==> src/core/tpw_pkg.sv <==
package tpw_pkg;

  // ----------------------------------------------------------------
  // Register map (byte registers, 3-bit address)
  // ----------------------------------------------------------------
  localparam logic [2:0] OFS_SC   = 3'h0;
  localparam logic [2:0] OFS_CNTH = 3'h1;
  localparam logic [2:0] OFS_CNTL = 3'h2;
  localparam logic [2:0] OFS_MODH = 3'h3;
  localparam logic [2:0] OFS_MODL = 3'h4;
  localparam logic [2:0] OFS_CHSC = 3'h5;
  localparam logic [2:0] OFS_CHVH = 3'h6;
  localparam logic [2:0] OFS_CHVL = 3'h7;

  // ----------------------------------------------------------------
  // Values and limits
  // ----------------------------------------------------------------
  localparam logic [7:0]  BYTE_ZERO  = 8'h00;
  localparam logic [7:0]  PS_ONE     = 8'h01;
  localparam logic [1:0]  CLKS_OFF   = 2'h0;
  localparam logic [15:0] COUNT_ZERO = 16'h0000;
  localparam logic [15:0] COUNT_ONE  = 16'h0001;
  localparam logic [15:0] COUNT_MAX  = 16'hFFFF;

  // ----------------------------------------------------------------
  // Carriers
  // ----------------------------------------------------------------
  typedef struct packed {
    logic       wr;
    logic       rd;
    logic [2:0] addr;
    logic [7:0] wdata;
  } tpw_bus_t;

  // Timer status and control byte
  typedef struct packed {
    logic [1:0] rsvd;
    logic       cpwm;
    logic [1:0] clock_source_select;
    logic [2:0] ps;
  } tpw_sc_t;

  // Channel control byte; pending is read only
  typedef struct packed {
    logic       pending;
    logic [4:0] rsvd;
    logic       pwm_en;
    logic       low_true;
  } tpw_chsc_t;

  localparam tpw_sc_t   SC_RST   = 8'h00;
  localparam tpw_chsc_t CHSC_RST = 8'h00;

  // Count direction, one-hot
  typedef enum logic [1:0] {
    DIR_UP   = 2'b01,
    DIR_DOWN = 2'b10
  } tpw_dir_t;

endpackage : tpw_pkg

==> src/core/tpw_channel.sv <==
`timescale 1ns/1ps
`default_nettype none

// Functional notes
// [RULE_01] Edge PWM, clock on: compare loads at count step top-1 to top.
// [RULE_02] Center PWM, clock on: compare loads at count step top-1 to top.
// [RULE_03] Free-running counter: compare loads on step FFFE to FFFF.
// [RULE_04] Center PWM, compare equal to modulo: output active all period.
// [RULE_05] Center PWM, compare equal modulo minus one: nearly full duty.
// [RULE_06] Compare zero to nonzero: old output kept until new period.
// [RULE_07] Compare nonzero to zero: current period ends with old duty.
// [RULE_08] Status write in halt debug drops half-written modulo value.
// [RULE_09] Any write to count bytes clears counter and prescaler.
// [RULE_10] Center PWM counts up to modulo, down to zero, repeats.
// [RULE_11] Center PWM: active on down-count match, inactive on up match. Code stays inactive at the down match and goes active one count later.
// [RULE_12] Pending flag set when both bytes written, cleared on transfer.
module tpw_channel (
  input  wire logic              ref_clk,
  input  wire logic              reset_n,
  input  wire tpw_pkg::tpw_bus_t bus_req,
  input  wire logic              halt_debug_mode,
  output logic            [7:0]  rdata,
  output logic                   chan_pin,
  output logic                   chan_pin_oe
);

  // ----------------------------------------------------------------
  // Declarations
  // ----------------------------------------------------------------
  tpw_pkg::tpw_sc_t   sc;
  tpw_pkg::tpw_sc_t   next_sc;
  tpw_pkg::tpw_chsc_t chsc;
  tpw_pkg::tpw_chsc_t next_chsc;
  tpw_pkg::tpw_dir_t  dir;
  tpw_pkg::tpw_dir_t  next_dir;
  logic [15:0] cnt;
  logic [15:0] next_cnt;
  logic [7:0]  presc;
  logic [7:0]  next_presc;
  logic [7:0]  presc_limit;
  logic [15:0] counter_modulo;
  logic [15:0] val_buf;
  logic [15:0] channel_compare_value;
  logic [15:0] next_ccv;
  logic        val_pending;
  logic        next_pending;
  logic        val_done;
  logic        mod_half;
  logic        chan_pin_next;
  logic [7:0]  next_rdata;
  logic [15:0] top;
  logic [15:0] top_less;
  logic        free_run;
  logic        run;
  logic        tick;
  logic        cnt_wr;
  logic        sc_wr;
  logic        xfer;
  logic        active;

  // ----------------------------------------------------------------
  // Bus decode and buffered registers
  // ----------------------------------------------------------------
  // Write strobes per address
  assign sc_wr  = bus_req.wr && bus_req.addr == tpw_pkg::OFS_SC;
  assign cnt_wr = bus_req.wr && (bus_req.addr == tpw_pkg::OFS_CNTH ||
                                 bus_req.addr == tpw_pkg::OFS_CNTL);

  // [RULE_08] coherency clear in debug
  tpw_pair_buf u_mod_buf (
    .ref_clk (ref_clk),
    .reset_n (reset_n),
    .wr_hi   (bus_req.wr && bus_req.addr == tpw_pkg::OFS_MODH),
    .wr_lo   (bus_req.wr && bus_req.addr == tpw_pkg::OFS_MODL),
    .wdata   (bus_req.wdata),
    .clear   (sc_wr && halt_debug_mode),
    .value   (counter_modulo),
    .done    (),
    .half    (mod_half)
  );

  // Status write also restarts the compare pair, so setup order is SC first
  tpw_pair_buf u_val_buf (
    .ref_clk (ref_clk),
    .reset_n (reset_n),
    .wr_hi   (bus_req.wr && bus_req.addr == tpw_pkg::OFS_CHVH),
    .wr_lo   (bus_req.wr && bus_req.addr == tpw_pkg::OFS_CHVL),
    .wdata   (bus_req.wdata),
    .clear   (sc_wr),
    .value   (val_buf),
    .done    (val_done),
    .half    ()
  );

  // ----------------------------------------------------------------
  // Counter timing terms
  // ----------------------------------------------------------------
  // Modulo of zero or all ones means no limit
  assign free_run    = counter_modulo == tpw_pkg::COUNT_ZERO ||
                       counter_modulo == tpw_pkg::COUNT_MAX;
  assign top         = free_run ? tpw_pkg::COUNT_MAX : counter_modulo;
  assign top_less    = top - tpw_pkg::COUNT_ONE;
  assign presc_limit = (tpw_pkg::PS_ONE << sc.ps) - tpw_pkg::PS_ONE;
  // Counting freezes while halted in debug
  assign run  = sc.clock_source_select != tpw_pkg::CLKS_OFF &&
                !halt_debug_mode;
  assign tick = run && presc == presc_limit;

  // [RULE_01] [RULE_02] [RULE_03] transfer point
  // The step into top is always an up step, in either alignment
  assign xfer = val_pending &&
                (sc.clock_source_select == tpw_pkg::CLKS_OFF ||
                 (tick && !cnt_wr && dir == tpw_pkg::DIR_UP &&
                  cnt == top_less));

  // ----------------------------------------------------------------
  // Control registers and counter
  // ----------------------------------------------------------------
  // Next control state and count
  always_comb begin
    next_sc    = sc;
    next_chsc  = chsc;
    next_cnt   = cnt;
    next_presc = presc;
    next_dir   = dir;
    if (sc_wr) begin
      next_sc      = bus_req.wdata;
      next_sc.rsvd = 2'b00;
    end
    if (bus_req.wr && bus_req.addr == tpw_pkg::OFS_CHSC) begin
      next_chsc.pwm_en   = bus_req.wdata[1];
      next_chsc.low_true = bus_req.wdata[0];
    end
    // [RULE_09] count write clears all
    if (cnt_wr) begin
      next_cnt   = tpw_pkg::COUNT_ZERO;
      next_presc = tpw_pkg::BYTE_ZERO;
      next_dir   = tpw_pkg::DIR_UP;
    end else if (run) begin
      next_presc = tick ? tpw_pkg::BYTE_ZERO : presc + tpw_pkg::PS_ONE;
      if (tick) begin
        if (!sc.cpwm) begin
          next_dir = tpw_pkg::DIR_UP;
          next_cnt = (cnt >= top) ? tpw_pkg::COUNT_ZERO
                                  : cnt + tpw_pkg::COUNT_ONE;
        end else begin
          // [RULE_10] up to top, down to zero
          unique case (dir)
            tpw_pkg::DIR_UP: begin
              if (cnt >= top) begin
                next_dir = tpw_pkg::DIR_DOWN;
                next_cnt = cnt - tpw_pkg::COUNT_ONE;
              end else begin
                next_cnt = cnt + tpw_pkg::COUNT_ONE;
              end
            end
            tpw_pkg::DIR_DOWN: begin
              if (cnt == tpw_pkg::COUNT_ZERO) begin
                next_dir = tpw_pkg::DIR_UP;
                next_cnt = tpw_pkg::COUNT_ONE;
              end else begin
                next_cnt = cnt - tpw_pkg::COUNT_ONE;
              end
            end
            default: begin
              next_dir = tpw_pkg::DIR_UP;
            end
          endcase
        end
      end
    end
  end

  // Control state registers
  always_ff @(posedge ref_clk or negedge reset_n) begin
    if (!reset_n) begin
      sc    <= tpw_pkg::SC_RST;
      chsc  <= tpw_pkg::CHSC_RST;
      cnt   <= tpw_pkg::COUNT_ZERO;
      presc <= tpw_pkg::BYTE_ZERO;
      dir   <= tpw_pkg::DIR_UP;
    end else begin
      sc    <= next_sc;
      chsc  <= next_chsc;
      cnt   <= next_cnt;
      presc <= next_presc;
      dir   <= next_dir;
    end
  end

  // ----------------------------------------------------------------
  // Compare value, output and read data
  // ----------------------------------------------------------------
  // [RULE_04] [RULE_05] [RULE_11] center compare
  // Compare at top forces full duty; plain match gives symmetric pulse
  always_comb begin
    if (sc.cpwm) begin
      active = channel_compare_value == top || cnt < channel_compare_value;
    end else begin
      active = cnt < channel_compare_value;
    end
    chan_pin_next = (sc.cpwm || chsc.pwm_en) ? (active ^ chsc.low_true)
                                             : 1'b0;
  end

  // [RULE_12] pending, set beats clear
  // [RULE_06] [RULE_07] loads at period edge, or at once with clock off
  always_comb begin
    next_pending = val_done | (val_pending & ~xfer);
    next_ccv     = xfer ? val_buf : channel_compare_value;
    next_rdata   = tpw_pkg::BYTE_ZERO;
    if (bus_req.rd) begin
      unique case (bus_req.addr)
        tpw_pkg::OFS_SC:   next_rdata = sc;
        tpw_pkg::OFS_CNTH: next_rdata = cnt[15:8];
        tpw_pkg::OFS_CNTL: next_rdata = cnt[7:0];
        tpw_pkg::OFS_MODH: next_rdata = counter_modulo[15:8];
        tpw_pkg::OFS_MODL: next_rdata = counter_modulo[7:0];
        tpw_pkg::OFS_CHSC: next_rdata = {val_pending, chsc[6:0]};
        tpw_pkg::OFS_CHVH: next_rdata = channel_compare_value[15:8];
        tpw_pkg::OFS_CHVL: next_rdata = channel_compare_value[7:0];
      endcase
    end
  end

  // Output and value registers
  always_ff @(posedge ref_clk or negedge reset_n) begin
    if (!reset_n) begin
      val_pending           <= 1'b0;
      channel_compare_value <= tpw_pkg::COUNT_ZERO;
      rdata                 <= tpw_pkg::BYTE_ZERO;
      chan_pin              <= 1'b0;
    end else begin
      val_pending           <= next_pending;
      channel_compare_value <= next_ccv;
      rdata                 <= next_rdata;
      chan_pin              <= chan_pin_next;
    end
  end

  // Pin is driven whenever a PWM mode owns it
  assign chan_pin_oe = sc.cpwm | chsc.pwm_en;
endmodule : tpw_channel

`default_nettype wire

==> src/core/tpw_pair_buf.sv <==
`timescale 1ns/1ps
`default_nettype none

// ------------------------------------------------------------------
// Byte-pair write buffer: completes once both halves are written
// ------------------------------------------------------------------
module tpw_pair_buf (
  input  wire logic        ref_clk,
  input  wire logic        reset_n,
  input  wire logic        wr_hi,
  input  wire logic        wr_lo,
  input  wire logic [7:0]  wdata,
  input  wire logic        clear,
  output logic      [15:0] value,
  output logic             done,
  output logic             half
);

  logic [7:0]  hi_byte;
  logic [7:0]  lo_byte;
  logic        hi_done;
  logic        lo_done;
  logic [7:0]  next_hi_byte;
  logic [7:0]  next_lo_byte;
  logic        next_hi_done;
  logic        next_lo_done;
  logic [15:0] next_value;
  logic        next_done;

  // Either byte order is accepted; the second write completes the pair
  always_comb begin
    next_hi_byte = wr_hi ? wdata : hi_byte;
    next_lo_byte = wr_lo ? wdata : lo_byte;
    next_hi_done = hi_done | wr_hi;
    next_lo_done = lo_done | wr_lo;
    next_value   = value;
    next_done    = 1'b0;
    if (clear) begin
      next_hi_done = 1'b0;
      next_lo_done = 1'b0;
    end else if (next_hi_done && next_lo_done) begin
      next_value   = {next_hi_byte, next_lo_byte};
      next_done    = 1'b1;
      next_hi_done = 1'b0;
      next_lo_done = 1'b0;
    end
  end

  // State registers
  always_ff @(posedge ref_clk or negedge reset_n) begin
    if (!reset_n) begin
      hi_byte <= tpw_pkg::BYTE_ZERO;
      lo_byte <= tpw_pkg::BYTE_ZERO;
      hi_done <= 1'b0;
      lo_done <= 1'b0;
      value   <= tpw_pkg::COUNT_ZERO;
      done    <= 1'b0;
    end else begin
      hi_byte <= next_hi_byte;
      lo_byte <= next_lo_byte;
      hi_done <= next_hi_done;
      lo_done <= next_lo_done;
      value   <= next_value;
      done    <= next_done;
    end
  end

  assign half = hi_done | lo_done;

endmodule : tpw_pair_buf

`default_nettype wire

==> config.mk <==
export PLATFORM = sky130hd
export DESIGN_NAME = tpw_channel
export DESIGN_NICKNAME = d
export VERILOG_FILES = /design/src/core/tpw_pkg.sv /design/src/core/tpw_channel.sv /design/src/core/tpw_pair_buf.sv
export SDC_FILE = /design/constraint.sdc
export NUM_CORES = 1
export LEC_CHECK = 0
export BUFFER_PORTS_ARGS = -buffer_cell sky130_fd_sc_hd__buf_2
export CORE_ASPECT_RATIO = 0.7
export CORE_MARGIN = 3
export CORE_UTILIZATION = 60
export CTS_CLUSTER_SIZE = 24
export DETAILED_ROUTE_END_ITERATION = 10
export PLACE_DENSITY = 0.78
export SLEW_MARGIN = 20
export SYNTH_ARGS = -nofsm -noshare
export SYNTH_HDL_FRONTEND = slang
export SYNTH_SLANG_ARGS = --single-unit
==> constraint.sdc <==
create_clock -name ref_clk -period 6.6 [get_ports ref_clk]
set_clock_uncertainty 0.2 [all_clocks]
set_input_delay 1.32 -clock ref_clk [delete_from_list [all_inputs] [get_ports ref_clk]]
set_output_delay 1.32 -clock ref_clk [all_outputs]
set_load 0.005 [all_outputs]
# After elaboration in Yosys (flattened, before gate mapping)
# Index checks and enable logic that the tools add are counted.
# totals
register_bits	129
in_bits	16
output_inout_bits	10
elab_cells	129
# op_classes
add_sub_neg	5
n_lt_le_gt_ge	2
n_eq_ne	16
shifts	1
mux	37
bitwise	11
n_reduce_logical	34
# op_table
op	count
16-bit two-way mux	8
8-bit two-way mux	8
8-bit case mux with 8 select lines	1
16-bit == test	2
16-bit zero test	2
16-bit case mux with 2 select lines	1
16-bit by 1-bit subtractor with 16-bit output (second input constant)	2
16-bit by 1-bit adder with 16-bit output (second input constant)	1
16-bit == test (second input constant)	1
16-bit >= comparator	1
1-bit logical AND	16
16-bit less-than comparator	1
3-bit == test (second input constant)	4
1-bit two-way mux	12
2-bit two-way mux	6
8-bit by 1-bit adder with 8-bit output (second input constant)	1
8-bit == test	1
1-bit by 3-bit left shift with 8-bit output (first input constant)	1
8-bit by 1-bit subtractor with 8-bit output (second input constant)	1
3-bit by 2-bit == test with 1-bit output (second input constant)	2
1-bit bitwise OR	6
2-bit nonzero test	3
1-bit logical OR	5
4-bit by 1-bit != test with 1-bit output (second input constant)	1
15 further kinds	19

# Depth between registers and ports, before layout
# logic_depth
word_depth	12
mapped_depth	20
depth_no_buf	14

# Cells and area by module
# From an unflattened synthesis, not the netlist that was laid out.
# unflattened
cells_unflattened	920
area_unflattened_um2	8770.9
# modules_own_cells
mod	n_inst	cells_per_inst	area_per_inst_um2	seq_area_each_um2
tpw_channel	1	768	6053.3	1502.7
tpw_pair_buf	2	76	1358.8	875.8

# Least setup slack after synthesis
# No wires, ideal clock.
# synth_path
path_kind	reg2reg
startpoint	reg u_mod_buf.value[3]
endpoint	reg channel_compare_value[10]
setup_ns	0.126
arrival_time_ns	4.760
required_ns	6.274
path_slack_ns	1.514
path_stages_with_launch	21
path_buffers	7
synth_period_minus_slack_ns	5.086
path_cell_list	dfrtp_1 > buf_6 > or4_1 > buf_2 > nor3_4 > and2_1 > clkbuf_1 > nor2_1 > ha_1 > or3b_1 > buf_6 > or3_4 > xor2_1 > a221o_1 > a311o_1 > or4_4 > buf_6 > or2_1 > buf_6 > buf_6 > a311o_1
# synth_via
elab_chain_cells	8
elab_cells_between_ends	9
cone_classes	add/sub: 1; eq/ne: 2; mux: 1; reduce/logical: 5
# synth_lines
element	line_no	rtl
start: declaration	tpw_pair_buf.sv:14	output logic [15:0] value,
start signal: assignment	tpw_pair_buf.sv:56	value <= tpw_pkg::COUNT_ZERO;
start signal: assignment	tpw_pair_buf.sv:63	value <= next_value;
16-bit == test / 16-bit zero test (equally long branches)	tpw_channel.sv:100, tpw_channel.sv:99	
1-bit logical OR	tpw_channel.sv:99	assign free_run = counter_modulo == tpw_pkg::COUNT_ZERO ||
16-bit two-way mux (*)	tpw_channel.sv:101	assign top = free_run ? tpw_pkg::COUNT_MAX : counter_modulo;
16-bit by 1-bit subtractor with 16-bit output (*)	tpw_channel.sv:102	assign top_less = top - tpw_pkg::COUNT_ONE;
16-bit == test (*)	tpw_channel.sv:114	cnt == top_less));
1-bit logical AND (*)	tpw_channel.sv:113	(tick && !cnt_wr && dir == tpw_pkg::DIR_UP &&
1-bit logical OR (*)	tpw_channel.sv:112	(sc.clock_source_select == tpw_pkg::CLKS_OFF ||
1-bit logical AND (*)	tpw_channel.sv:111	assign xfer = val_pending &&
end signal: assignment	tpw_channel.sv:230	channel_compare_value <= tpw_pkg::COUNT_ZERO;
end signal: assignment	tpw_channel.sv:235	channel_compare_value <= next_ccv;
end: declaration	tpw_channel.sv:43	logic [15:0] channel_compare_value;
# Every way passes the cells marked *; elsewhere a longest branch is shown, timed or not.
# A chain may end at the register's enable or synchronous reset.

# Final worst setup path
# layout_path
startpoint	reg u_mod_buf.value[2]
endpoint	reg channel_compare_value[13]
# The elaborated chain is that of the path after synthesis.

==> metrics <==
Syn Nets 1001; status finished clean; maximum clock path buffer count 2; Post-CTS Setup Bufs 0; hold buffers post-CTS 0; vias in the first global route ~7100; # nets final 985; die area 0.0159 mm^2; die width 149 um; critical path capture point type register; Via Count 7686; Residual DRC 0; # rows 35; final setup fails 0; hold path cells 1; P&R area growth vs syn 9.22%; synthesis-stage register bit count 129; VDD IR-drop max 0.235 mV; TritonCTS clock tree done; Synth Area per Inst ~9.1 um^2; slew margin rel. 26.1%; post-route clock period utilization between 80% and 90%; leak pwr around 4.2 nW; Syn Inst Count approximately 950; crit-path max cell delay 0.72 ns; most common flop cell mapped by yosys dfrtp_1; R2R depth 14; RSZ-0062 raised after global routing no; Detailed Place HPWL 18.4 mm; Arr. time, crit path 5.68 ns; routed wire length per instance ~23 um; number of synthesized flops with an enable pin 0; asr flop ratio synth between 90% and 100%; Routed Antenna Nets 0; Placement Setup Slack 1.10 ns; # IOs 26; pin count of the biggest net entering global routing 82; Crit path required time ~6.7 ns; Crit path top cell by count a311o_1; CP max FO 17; CTS Sinks 129; Synth cell types 73; Worst-Margin Slew 1.10 ns; clock transition at the registers of the reported paths approximately 0.060 ns; cts repair resizes 0; P per Cell Area 423 mW/mm^2; Hold Fails Final Rpt 0; gr ovfl total 0; Initial DRC Count 1034; number of I/O port buffers 25; fin crit period 5.58 ns; fmax 179 MHz; htree depth 4; commonest cells after routing, fill and taps aside dfrtp_1, nand2_1, nor2_1, mux2_2, nor3_1; GPL Wtd Cong 1.02; Synth Warn # 0; total CTS buffers 17; Starting Density ~63%; slowest cell on the critical path or4_1; post-route setup TNS 0 ns; root buffer cell clkbuf_16; ratio of cells with drive above 1 in the final layout between 15 and 20%; Cell Area, Placed 0.00876 mm^2; DR pass1 iterations 6; core area 0.0136 mm^2; global-route wire length before repair 42.0 mm; CP cell instances or4_1 > nor3_4 > buf_4 > and2_1 > nor2_1 > ha_1 > or3b_1 > or3_4 > xor2_1 > a221o_1 > a311o_1 > or4_4 > or2_1 > a311o_1; Chip Height 106 um; CP Launch Type register; Clock Latency Late Sink 0.43 ns; commonest non-fill, non-tap cell in the layout dfrtp_1; worst hold path type register to register; total global routing track utilization between 30 and 40%; register area share after synthesis 37.5%; Slew Viols, Final 0; synthesized area 0.00861 mm^2; final setup margin 1.02 ns; drt total wl 26.2 mm; post-route cell area 0.00941 mm^2; max-cap violations 0; drt via density 6.80; initial antenna violation count 1; critical path class register to register; Fillers 1051
[cell families after synthesis]
group,share of synthesized area [%]
simple gates,19.5
compound gates,18.2
flops,37.5
buf+inv,5.36
mux,10.5
fa+ha+maj,5.67
xor+xnor,3.36
[worst paths after layout]
path                                         start  slack (ns)                   endpoint
worst max-delay path            u_mod_buf.value[2]        1.02  channel_compare_value[13]
worst min-delay path                u_val_buf.done        0.24                val_pending
worst max register to register  u_mod_buf.value[2]        1.02  channel_compare_value[13]
worst min register to register      u_val_buf.done        0.24                val_pending
max in group asynchronous                  reset_n        4.36                   rdata[7]
min in group asynchronous                  reset_n        0.75                val_pending
[report_power, final]
| group | internal [W] | switching, W |
|---|---|---|
| sequential | 0.00101 | 0.000374 |
| clock | 0.000646 | 0.000410 |
| combinational | 0.000652 | 0.000890 |
| total | 0.00231 | 0.00167 |
[stage by stage]
| step | total power, W | instances | utilization, % | hold WS [ns] |
|---|---|---|---|---|
| global route | 0.00420 | 1128 | 69.3 | 0.266 |
| CTS | 0.00391 | 1128 | 69.3 | 0.233 |
| detailed placement | 0.00285 | 1096 | 64.5 | 0.223 |
| finish | 0.00398 | 1130 | 69.3 | 0.241 |
| floorplan | 0.00241 | 946 | - | 0.205 |
| global placement | 0.00282 | 1096 | 64.5 | 0.221 |
[layout make-up]
| class | instances | area, um^2 | share of cell area (%) |
|---|---|---|---|
| Multi-Input combinational cell | 705 | 4920 | 52.3 |
| Inverter | 40 | 150 | 1.60 |
| Sequential cell | 129 | 3230 | 34.3 |
| Clock buffer | 17 | 425 | 4.52 |
| Timing Repair Buffer | 37 | 221 | 2.35 |
| Tap cell | 185 | 231 | 2.46 |
| Clock inverter | 15 | 220 | 2.34 |
| Antenna cell | 2 | 5.00 | 0.0532 |
[critical path, delay by kind of cell (launching register included)]
family | cells | cell delay (ns)
AND/OR/NAND/NOR | 8 | 3.02
adder cells (fa/ha/maj) | 1 | 0.24
flip-flops | 1 | 0.53
buffers and inverters | 1 | 0.25
AO/OA/AOI/OAI | 3 | 1.14
XOR/XNOR | 1 | 0.06
[registers in the layout, summed over array words and instances, names as in the netlist, 2 cells and up]
| signal | cells |
|---|---|
| channel_compare_value | 16 |
| presc | 8 |
| u_mod_buf.hi_byte | 8 |
| u_val_buf.lo_byte | 8 |
| dir | 2 |
| cnt | 16 |
| u_mod_buf.lo_byte | 8 |
| u_val_buf.value | 16 |
| rdata | 8 |
| u_val_buf.hi_byte | 8 |
| u_mod_buf.value | 16 |
| sc | 6 |
| chsc | 2 |
[layer usage]
metal  wire, um  vias up  GRT usage, %
met4        313        0          7.25
met5          0        -             0
met2      10500      495          45.8
met1      11900     3682          54.1
met3       3550       42          11.8
li1           -     3467             -
[Yosys cell counts, types with 6 or more instances]
cell type	number	area, um^2
dfrtp_1	128	3200
nand2_1	89	334
nor2_1	64	240
mux2_2	63	709
clkbuf_1	59	221
nor3_1	41	205
inv_1	40	150
a21oi_1	39	195
ha_1	39	488
o21ai_0	38	190
nand3_1	29	145
o22ai_1	21	131
xor2_1	19	166
a21o_1	17	128
a311o_1	17	170
nor4_1	14	87.6
xnor2_1	14	123
a211oi_1	13	97.6
nand4_1	12	75.1
a31oi_1	11	68.8
nor2b_1	11	68.8
or3_1	11	68.8
o211ai_1	9	67.6
o31ai_1	9	67.6
and2_1	8	50.1
mux2i_1	8	80.1
or4_1	7	52.6
a221oi_1	6	52.6
a22oi_1	6	45.0
and3_1	6	37.5
and4_1	6	52.6
nand2b_1	6	37.5
Power figures use the tool's default switching activity.
